**src/rtl/asas_map.svh**
```systemverilog
// asas_map.svh: command byte codes, field positions, reset values and timing counts
`ifndef ASAS_MAP_SVH
`define ASAS_MAP_SVH
`define ASAS_AVG_SEL_MASK    8'hE0
`define ASAS_AVG_SEL_CODE    8'h20
`define ASAS_RST_SEL_MASK    8'hF0
`define ASAS_RST_SEL_CODE    8'h10
`define ASAS_SETUP_SEL_MASK  8'hC0
`define ASAS_SETUP_SEL_CODE  8'h40
`define ASAS_AVG_FIELD_HI    4
`define ASAS_AVG_FIELD_LO    0
`define ASAS_RST_FIFO_BIT    3
`define ASAS_CKSEL_HI        5
`define ASAS_CKSEL_LO        4
`define ASAS_AVG_RESET       5'h00
`define ASAS_MODE_RESET      2'h2
`define ASAS_CONV_RESET      11'h000
`define ASAS_SCAN_REPEAT     2'h2
`define ASAS_AVG_SHIFT_BASE  3'h2
`define ASAS_REP_STEP        5'h04
`define ASAS_CLK_NS          25
`define ASAS_ACQ_NS          1400
`define ASAS_ACQ_CYC         ((`ASAS_ACQ_NS + `ASAS_CLK_NS - 1) / `ASAS_CLK_NS)
`define ASAS_REF_WAKE_US     65
`define ASAS_REF_WAKE_CYC    ((`ASAS_REF_WAKE_US * 1000 + `ASAS_CLK_NS - 1) / `ASAS_CLK_NS)
`define ASAS_FIFO_DEPTH      16
`define ASAS_FIFO_AW         4
`define ASAS_RES_W           12
`endif

```
**src/rtl/asas_pkg.sv**
```systemverilog
// asas_pkg: types shared by the scan and average sequencer
package asas_pkg;
    // clock mode encoding of the setup field
    typedef enum logic [1:0] {
        ASAS_CK_CNV_INT = 2'h0,
        ASAS_CK_CNV_ACQ = 2'h1,
        ASAS_CK_SER_INT = 2'h2,
        ASAS_CK_SER_EXT = 2'h3
    } asas_clkmode_e;
    // sequencer states
    typedef enum logic [2:0] {
        ASAS_IDLE, ASAS_ARMED, ASAS_TRACK, ASAS_WAKE, ASAS_CONV
    } asas_state_e;
    // averaging control fields
    typedef struct packed {
        logic       en;
        logic [1:0] navg;
        logic [1:0] nscan;
    } asas_avg_s;
    // conversion request captured from the conversion register
    typedef struct packed {
        logic [3:0] first;
        logic [3:0] last;
        logic [1:0] scan;
        logic       temp;
    } asas_conv_s;
endpackage : asas_pkg

```
**src/rtl/asas_fifo.sv**
```systemverilog
// asas_fifo: result memory with registered read data
`timescale 1ns/10ps
`default_nettype none
`include "asas_map.svh"
module asas_fifo (
    input  wire logic                     clk,
    input  wire logic                     reset,
    input  wire logic                     clear,
    input  wire logic                     wrEn,
    input  wire logic [`ASAS_RES_W-1:0]   wrData,
    input  wire logic                     rdEn,
    output var  logic [`ASAS_RES_W-1:0]   rdData,
    output logic                          empty,
    output logic                          full
);
    // ***************************************
    // storage and pointers
    // ***************************************
    logic [`ASAS_RES_W-1:0]  mem [`ASAS_FIFO_DEPTH];  // result words
    logic [`ASAS_FIFO_AW:0]  wrPtr_r;                 // extra bit tells full from empty
    logic [`ASAS_FIFO_AW:0]  rdPtr_r;
    wire                     doWr = wrEn && !full;    // overflow words are dropped
    wire                     doRd = rdEn && !empty;

    assign empty = (wrPtr_r == rdPtr_r);
    assign full  = (wrPtr_r[`ASAS_FIFO_AW-1:0] == rdPtr_r[`ASAS_FIFO_AW-1:0]) &&
                   (wrPtr_r[`ASAS_FIFO_AW] != rdPtr_r[`ASAS_FIFO_AW]);

    // memory array has no reset, so it maps to plain storage
    always_ff @(posedge clk) begin
        if (doWr) begin
            mem[wrPtr_r[`ASAS_FIFO_AW-1:0]] <= wrData;
        end
    end

    // pointers; clear wins over both ports
    always_ff @(posedge clk or posedge reset) begin
        if (reset) begin
            wrPtr_r <= '0;
            rdPtr_r <= '0;
        end else if (clear) begin
            wrPtr_r <= '0;
            rdPtr_r <= '0;
        end else begin
            wrPtr_r <= doWr ? wrPtr_r + 1'b1 : wrPtr_r;
            rdPtr_r <= doRd ? rdPtr_r + 1'b1 : rdPtr_r;
        end
    end

    // read word lands one cycle after the read strobe
    always_ff @(posedge clk or posedge reset) begin
        if (reset) begin
            rdData <= '0;
        end else if (doRd) begin
            rdData <= mem[rdPtr_r[`ASAS_FIFO_AW-1:0]];
        end
    end
endmodule : asas_fifo
`default_nettype wire

```
**src/rtl/asas_sequencer.sv**
```systemverilog
// asas_sequencer: command decode, scan, averaging and end-of-conversion control
// What this block does
// - byte 001xxxxx writes the averaging register
// - averaging bit four enables result averaging
// - count code selects 4, 8, 16, 32 conversions
// - averaging off gives one conversion per result
// - repeat scan returns 4, 8, 12, 16 results
// - byte 0001xxxx writes the reset register
// - bit three low resets all, high clears results
// - low three reset bits are ignored
// - mode 00 start pulse runs whole scan
// - end flag low until select or start falls
// - temperature result stored before channel results
// - mode 01 falling start wakes and tracks
// - mode 01 temperature request times reference wake internally
// - mode 01 rising start converts, then flags end
// - mode 01 averaging counts pulses, then advances
// - mode 01 temperature runs on first rising
// - mode 10 conversion write runs whole scan
// - mode 10 end flag held until select
// - setup bits five and four pick clock mode
`timescale 1ns/10ps
`default_nettype none
`include "asas_map.svh"
module asas_sequencer (
    input  wire logic                     clk,
    input  wire logic                     reset,
    input  wire logic                     convert_start_n,   // start pin, asynchronous
    input  wire logic                     chipSelectN,       // serial select pin, asynchronous
    input  wire logic                     cmdValid,          // one-cycle command byte strobe
    input  wire logic [7:0]               cmdByte,
    input  wire logic                     convWrite,         // conversion register written
    input  wire asas_pkg::asas_conv_s     convReq,
    output logic                          adcStart,          // one-cycle converter kick
    output logic                          adcTemp,
    output logic [3:0]                    adcChannel,
    input  wire logic                     adcDone,
    input  wire logic [`ASAS_RES_W-1:0]   adcData,
    input  wire logic                     fifoRead,
    output logic [`ASAS_RES_W-1:0]        fifoData,
    output logic                          fifoEmpty,
    output logic                          endOfConvN,
    output logic [1:0]                    clockMode,
    output logic                          busy
);
    // ***************************************
    // pin synchronisers and edges
    // ***************************************
    logic cnvS1_r, cnvS2_r, cnvS3_r;   // start pin chain, idles high
    logic csS1_r, csS2_r, csS3_r;      // select pin chain, idles high

    always_ff @(posedge clk or posedge reset) begin
        if (reset) begin
            {cnvS1_r, cnvS2_r, cnvS3_r} <= 3'h7;
            {csS1_r, csS2_r, csS3_r}    <= 3'h7;
        end else begin
            {cnvS1_r, cnvS2_r, cnvS3_r} <= {convert_start_n, cnvS1_r, cnvS2_r};
            {csS1_r, csS2_r, csS3_r}    <= {chipSelectN, csS1_r, csS2_r};
        end
    end

    wire cnvFall = cnvS3_r && !cnvS2_r;   // edges look at stage two and three only
    wire cnvRise = !cnvS3_r && cnvS2_r;
    wire csFall  = csS3_r && !csS2_r;

    // ***************************************
    // command byte decode
    // ***************************************
    wire isAvg   = cmdValid && ((cmdByte & `ASAS_AVG_SEL_MASK) == `ASAS_AVG_SEL_CODE);
    wire isRst   = cmdValid && ((cmdByte & `ASAS_RST_SEL_MASK) == `ASAS_RST_SEL_CODE);
    wire isSetup = cmdValid &&
                   ((cmdByte & `ASAS_SETUP_SEL_MASK) == `ASAS_SETUP_SEL_CODE);
    // bits below the fifo-only bit are never looked at
    wire softRst = isRst && !cmdByte[`ASAS_RST_FIFO_BIT];
    wire fifoClr = isRst;                                   // both flavours empty the fifo

    // ***************************************
    // control registers
    // ***************************************
    asas_pkg::asas_avg_s  avgReg_r;   // averaging control
    asas_pkg::asas_conv_s conv_r;     // last conversion request
    logic [1:0]           mode_r;     // clock mode, powers up in 10

    always_ff @(posedge clk or posedge reset) begin
        if (reset) begin
            avgReg_r <= `ASAS_AVG_RESET;
            mode_r   <= `ASAS_MODE_RESET;
            conv_r   <= `ASAS_CONV_RESET;
        end else if (softRst) begin
            avgReg_r <= `ASAS_AVG_RESET;
            mode_r   <= `ASAS_MODE_RESET;
            conv_r   <= `ASAS_CONV_RESET;
        end else begin
            if (isAvg) begin
                avgReg_r <= cmdByte[`ASAS_AVG_FIELD_HI:`ASAS_AVG_FIELD_LO];
            end
            if (isSetup) begin
                mode_r <= cmdByte[`ASAS_CKSEL_HI:`ASAS_CKSEL_LO];
            end
            if (convWrite) begin
                conv_r <= convReq;
            end
        end
    end

    // ***************************************
    // derived counts
    // ***************************************
    wire modeCnvInt = (mode_r == asas_pkg::ASAS_CK_CNV_INT);
    wire modeCnvAcq = (mode_r == asas_pkg::ASAS_CK_CNV_ACQ);
    wire modeSerInt = (mode_r == asas_pkg::ASAS_CK_SER_INT);
    // shift doubles as the divider: averages are powers of two
    wire [2:0] avgShift  = avgReg_r.en ?
                           ({1'b0, avgReg_r.navg} + `ASAS_AVG_SHIFT_BASE) : 3'h0;
    wire [5:0] avgTarget = 6'h01 << avgShift;
    wire [4:0] repTotal  = 5'(({3'h0, avgReg_r.nscan} + 5'h01) * `ASAS_REP_STEP);

    // ***************************************
    // sequencer state
    // ***************************************
    asas_pkg::asas_state_e state_r, state_nxt;
    logic [3:0]  chan_r, chan_nxt;            // channel under conversion
    logic        tempPend_r, tempPend_nxt;    // temperature still owed
    logic [4:0]  repLeft_r, repLeft_nxt;      // repeat results still owed
    logic [5:0]  avgLeft_r, avgLeft_nxt;      // conversions left in this result
    logic [16:0] sum_r, sum_nxt;              // wide enough for 32 words of 12 bits
    logic [11:0] wait_r, wait_nxt;            // wake and acquire timer
    logic        eocN_r, eocN_nxt;
    logic        start_r, start_nxt;
    logic        push_r, push_nxt;
    logic [`ASAS_RES_W-1:0] pushData_r, pushData_nxt;

    wire [16:0] newSum   = sum_r + {5'h00, adcData};
    wire        lastConv = (avgLeft_r == 6'h01);
    // temperature always goes first, so it never ends a scan
    wire        lastRes  = !tempPend_r &&
                           ((conv_r.scan == `ASAS_SCAN_REPEAT) ?
                            (repLeft_r == 5'h01) : (chan_r == conv_r.last));
    wire        scanGo   = (state_r == asas_pkg::ASAS_IDLE) &&
                           ((modeCnvInt && cnvRise) || (modeSerInt && convWrite));
    wire        armGo    = (state_r == asas_pkg::ASAS_IDLE) && modeCnvAcq && convWrite;
    // a start pin fall releases the flag in every mode except 10
    wire        eocRel   = csFall || (!modeSerInt && cnvFall);

    // next-state logic
    always_comb begin
        state_nxt    = state_r;
        chan_nxt     = chan_r;
        tempPend_nxt = tempPend_r;
        repLeft_nxt  = repLeft_r;
        avgLeft_nxt  = avgLeft_r;
        sum_nxt      = sum_r;
        wait_nxt     = wait_r;
        start_nxt    = 1'b0;
        push_nxt     = 1'b0;
        pushData_nxt = pushData_r;
        eocN_nxt     = eocRel ? 1'b1 : eocN_r;
        case (state_r)
            asas_pkg::ASAS_IDLE: begin
                // modes 10 and 01 take the request straight from the port, the copy lands too late
                if (scanGo || armGo) begin
                    chan_nxt     = modeSerInt ? convReq.first : conv_r.first;
                    tempPend_nxt = modeSerInt ? convReq.temp : conv_r.temp;
                    repLeft_nxt  = repTotal;
                    avgLeft_nxt  = avgTarget;
                    sum_nxt      = '0;
                    wait_nxt     = 12'(`ASAS_ACQ_CYC);
                    state_nxt    = scanGo ? asas_pkg::ASAS_WAKE : asas_pkg::ASAS_ARMED;
                end
                if (armGo) begin
                    chan_nxt     = convReq.first;
                    tempPend_nxt = convReq.temp;
                end
            end
            asas_pkg::ASAS_ARMED: begin
                if (cnvFall) begin
                    state_nxt = asas_pkg::ASAS_TRACK;
                end
            end
            asas_pkg::ASAS_TRACK: begin
                // host times acquisition; temperature gets the reference wait here
                if (cnvRise && tempPend_r) begin
                    wait_nxt  = 12'(`ASAS_REF_WAKE_CYC);
                    state_nxt = asas_pkg::ASAS_WAKE;
                end else if (cnvRise) begin
                    start_nxt = 1'b1;
                    state_nxt = asas_pkg::ASAS_CONV;
                end
            end
            asas_pkg::ASAS_WAKE: begin
                wait_nxt = wait_r - 12'h001;
                if (wait_r <= 12'h001) begin
                    start_nxt = 1'b1;
                    state_nxt = asas_pkg::ASAS_CONV;
                end
            end
            asas_pkg::ASAS_CONV: begin
                if (adcDone && !lastConv) begin
                    sum_nxt     = newSum;
                    avgLeft_nxt = avgLeft_r - 6'h01;
                    if (modeCnvAcq) begin
                        eocN_nxt  = 1'b0;
                        state_nxt = asas_pkg::ASAS_ARMED;
                    end else begin
                        start_nxt = 1'b1;
                    end
                end else if (adcDone) begin
                    push_nxt     = 1'b1;
                    pushData_nxt = `ASAS_RES_W'(newSum >> avgShift);
                    sum_nxt      = '0;
                    avgLeft_nxt  = avgTarget;
                    // advance: temperature, then repeats or next channel
                    if (tempPend_r) begin
                        tempPend_nxt = 1'b0;
                    end else if (conv_r.scan == `ASAS_SCAN_REPEAT) begin
                        repLeft_nxt = repLeft_r - 5'h01;
                    end else begin
                        chan_nxt = chan_r + 4'h1;
                    end
                    if (lastRes) begin
                        eocN_nxt  = 1'b0;
                        state_nxt = asas_pkg::ASAS_IDLE;
                    end else if (modeCnvAcq) begin
                        eocN_nxt  = 1'b0;
                        state_nxt = asas_pkg::ASAS_ARMED;
                    end else begin
                        start_nxt = 1'b1;
                    end
                end
            end
            default: begin
                state_nxt = asas_pkg::ASAS_IDLE;
            end
        endcase
        // a full reset aborts any scan in flight
        if (softRst) begin
            state_nxt = asas_pkg::ASAS_IDLE;
            eocN_nxt  = 1'b1;
            start_nxt = 1'b0;
            push_nxt  = 1'b0;
        end
    end

    // state registers
    always_ff @(posedge clk or posedge reset) begin
        if (reset) begin
            state_r    <= asas_pkg::ASAS_IDLE;
            chan_r     <= '0;
            tempPend_r <= 1'b0;
            repLeft_r  <= '0;
            avgLeft_r  <= '0;
            sum_r      <= '0;
            wait_r     <= '0;
            eocN_r     <= 1'b1;
            start_r    <= 1'b0;
            push_r     <= 1'b0;
            pushData_r <= '0;
        end else begin
            state_r    <= state_nxt;
            chan_r     <= chan_nxt;
            tempPend_r <= tempPend_nxt;
            repLeft_r  <= repLeft_nxt;
            avgLeft_r  <= avgLeft_nxt;
            sum_r      <= sum_nxt;
            wait_r     <= wait_nxt;
            eocN_r     <= eocN_nxt;
            start_r    <= start_nxt;
            push_r     <= push_nxt;
            pushData_r <= pushData_nxt;
        end
    end

    // ***************************************
    // result fifo and outputs
    // ***************************************
    asas_fifo u_fifo (
        .clk    (clk),
        .reset  (reset),
        .clear  (fifoClr),
        .wrEn   (push_r),
        .wrData (pushData_r),
        .rdEn   (fifoRead),
        .rdData (fifoData),
        .empty  (fifoEmpty),
        .full   ()
    );

    assign adcStart   = start_r;
    assign adcTemp    = tempPend_r;
    assign adcChannel = chan_r;
    assign endOfConvN = eocN_r;
    assign clockMode  = mode_r;
    assign busy       = (state_r != asas_pkg::ASAS_IDLE);

    // ***************************************
    // checks
    // ***************************************
    logic [6:0] convCnt_r;   // converter answers since the last stored result
    always_ff @(posedge clk or posedge reset) begin
        if (reset) begin
            convCnt_r <= '0;
        end else if (push_r || softRst) begin
            convCnt_r <= '0;
        end else if (adcDone && state_r == asas_pkg::ASAS_CONV) begin
            convCnt_r <= convCnt_r + 7'h01;
        end
    end
endmodule : asas_sequencer
`default_nettype wire

```
**config.mk**
```make
export PLATFORM = sky130hd
export DESIGN_NAME = asas_sequencer
export DESIGN_NICKNAME = d
export VERILOG_FILES = /design/src/rtl/asas_pkg.sv /design/src/rtl/asas_fifo.sv /design/src/rtl/asas_sequencer.sv
export VERILOG_INCLUDE_DIRS = /design/src /design/src/rtl
export SDC_FILE = /design/constraint.sdc
export NUM_CORES = 1
export LEC_CHECK = 0
export BUFFER_PORTS_ARGS = -buffer_cell sky130_fd_sc_hd__buf_2
export CAP_MARGIN = 20
export CORE_ASPECT_RATIO = 1.1
export CORE_MARGIN = 5
export CORE_UTILIZATION = 51
export CTS_CLUSTER_DIAMETER = 40
export DETAILED_ROUTE_END_ITERATION = 10
export GPL_ROUTABILITY_DRIVEN = 0
export PLACE_DENSITY = 0.71
export SLEW_MARGIN = 20
export SYNTH_ARGS = -nofsm -noshare
export SYNTH_HDL_FRONTEND = slang
export SYNTH_SLANG_ARGS = --single-unit
```
**constraint.sdc**
```tcl
create_clock -name clk -period 3.1 [get_ports clk]
set_input_delay 0.31 -clock clk [delete_from_list [all_inputs] [get_ports clk]]
set_output_delay 0.31 -clock clk [all_outputs]
set_load 0.1 [all_outputs]
```
==> flow_metrics.tcl <==
set metrics [dict create \
    setup_viol 0 \
    async_reset_ff_frac 0.362 \
    critPathSlowestCell "fa_1" \
    die_w_um 167 \
    drtPass1Iterations 5 \
    layout_common_cells "edfxtp_1 (192), dfrtp_1 (99), nor2_1 (90)" \
    synth-edff-count 192 \
    power_leakage_nw 6.03 \
    critPathCaptureType "flop" \
    fin_worst_skew_ns 0.0251 \
    clk_pin_slew_ns 0.06 \
    violations "hold timing" \
    fmax_mhz 353 \
    p_sw_mw 4.85 \
    yosysUniqueCellTypes 88 \
    synthCells 967 \
    hpwl_um 18600 \
    netlist_area_um2 13800 \
    worstSetupPathType "flop to flop" \
    fin_util 0.604 \
    yosys_register_bits 301 \
    drt_iter0_markers 533 \
    r2r_cells 9 \
    drtAntennaViolNets 0 \
    mostFrequentLayoutCell "edfxtp_1" \
    ioPinCount 62 \
    dieArea_um2 30400 \
    cts_sinks 301 \
    layout_worst_path_cycle_share 0.913 \
    switching_share 0.338 \
    core_um2 26800 \
    drive_above_1_share 0.260 \
    n_antenna_cell 0 \
    overflow 0 \
    clock_latency_ns 0.52 \
    root_buffer "clkbuf_16" \
    p_clk_frac 0.343 \
    instances_no_fill 1453 \
    finalWirelength_um 29400 \
    post_synth.cell_area_avg_um2 14.3 \
    relSlewSlack 0.340 \
    rsz0062_at_grt "false" \
    cts_buffer_depth 3 \
    routedWlPerCell_um 20.2 \
    cts_buffers 41 \
    mappedNetlistNets 1032 \
    post_cts.repair.setup_buffers 0 \
    die_height_um 183 \
    ir_worst_vdd_uv 650 \
    power_frac_seq 0.366 \
    worst_pin_slew_ns 0.989 \
    cp_max_fo 6 \
    first_global_vias 8501 \
    status "finished with violations" \
    antenna_found_initial 0 \
    internal_power_mw 9.52 \
    final_max_slew_viol_count 0 \
    yosysWarnings 0 \
    dp_cells 1376 \
    power_density_nw_per_um2 888 \
    hold_violations 32 \
    synth_flop_cell "edfxtp_1" \
    cts_tree "yes" \
    seq_area_frac_synth 0.616 \
    yosysTopAreaCellShare 0.418 \
    maxCapViolCount 0 \
    max_stage_delay_ns 0.42 \
    start_util 0.515 \
    num_rows 63 \
    grt_max_degree 110 \
    grt_pass1_wl_um 47400 \
    fin_setup_tns_ns 0 \
    worstSetupStartpointType "flop" \
    track_usage 0.196 \
    drc_errors 0 \
    area_growth_pct 17.3 \
    vias_per_cell 5.78 \
    pwr-share-comb 0.291 \
    synth.area.top_cells "edfxtp_1 (42%), dfrtp_1 (18%), mux4_2 (10%), nor2_1 (2.4%), ha_1 (2.3%)" \
    place.port_buffers 61 \
    power_mw 14.4 \
    holdWs_ns -0.0363 \
    arrival_ns 3.23 \
    vias 8396 \
    cp_cell_sequence "ha_1, fa_1, a21oi_2, o211ai_4, a311o_4, nor3_1, o32ai_1, or3_1, a32o_1" \
    final_nets 1129 \
    hold_class "input pin to async pin" \
    yosys.area.top_type "edfxtp_1" \
    htreeDepth 2 \
    fin_crit_ns 2.83 \
    critPathRequiredTime_ns 3.50 \
]
kinds of logic (layout without fill, tap and decap cells):
family	after synthesis	in the layout	share of synthesized area
muxes	102	102	0.132
DFF	301	301	0.616
buffers and inverters	75	204	0.0226
and+or+nand+nor	256	256	0.0919
xor gates and xnor gates	30	30	0.0190
AOI/OAI and AO/OA	177	177	0.0937
adders and majority gates	26	26	0.0241
layer usage:
metal	GRT usage	vias up	routed length, µm
met3	0.0310	50	1430
met4	0.0504	0	659
met2	0.341	244	15200
met1	0.260	4167	12100
met5	0	-	0
li1	-	3935	-
cells in the mapped netlist (14+ instances only):
library cell and instances:
nor2_1 90, nand2_1 58, a21oi_1 26, mux2i_1 25, clkbuf_1 29, mux4_2 63
inv_1 25, ha_1 25, buf_2 14, xnor2_1 16, o21ai_0 44, xor2_1 14
nor3_1 26, edfxtp_1 192, dfrtp_1 101, nand3_1 14
cell type report:
class                           instances  area [µm²]
Multi-Input combinational cell        591        5010
Sequential cell                       301        8510
Timing Repair Buffer                  104         658
Fill cell                            2042       10600
Clock buffer                           51        1100
Inverter                               25        97.6
Clock inverter                         24         355
Tap cell                              357         447
sequential cells by signal, indices dropped and copies added, names as in the netlist, 2 cells and up:
register and count:
u_fifo.mem 192, sum_r 17, pushData_r 12, u_fifo.rdData 12
wait_r 12, conv_r 11, avgLeft_r 6, avgReg_r 5
repLeft_r 5, u_fifo.rdPtr_r 5, u_fifo.wrPtr_r 5, adcChannel 4
state_r 3, clockMode 2
final timing paths:
| check | endpoint | from | slack (ns) |
|---|---|---|---|
| worst max-delay path | pushData_r[10] | sum_r[0] | 0.27 |
| worst min-delay path | wait_r[7] | reset | -0.04 |
| worst max register to register | pushData_r[10] | sum_r[0] | 0.27 |
| worst min register to register | cnvS2_r | cnvS1_r | 0.35 |
| max in group asynchronous | u_fifo.rdPtr_r[0] | reset | 2.64 |
| min in group clk | conv_r[2] | convReq[2] | 0.04 |
power groups by stage:
stage / clock network, mW / registers [mW] / logic [mW]
finish: 4.93 / 5.26 / 4.19
global route: 5.21 / 5.34 / 4.54
CTS: 5.01 / 5.26 / 4.23
detailed placement: 0 / 5.33 / 4.21
floorplan: 0 / 5.95 / 2.63
global placement: 0 / 5.31 / 4.15
per-stage QoR:
step / setup WS (ns) / hold slack [ns] / cell area, µm²
floorplan: 0.442 / 0.314 / 13800
global placement: 0.253 / 0.346 / 14700
detailed placement: 0.240 / 0.347 / 14700
CTS: 0.262 / 0.00219 / 16200
global route: 0.111 / 0.0257 / 16200
finish: 0.271 / -0.0363 / 16200
worst max-delay path: cells and delay by family (launching register included):
family,cells,cell delay [ns]
adders and majority gates,2,0.64
and+or+nand+nor,2,0.54
DFF,1,0.38
AOI/OAI and AO/OA,5,1.15
what timing repair did:
item | in CTS | in global routing
hold endpoints to repair | 2 | 0
hold buffers | 2 | 0
gates resized for setup | 0 | 0
No activity file was read; power rests on OpenSTA's default activity.
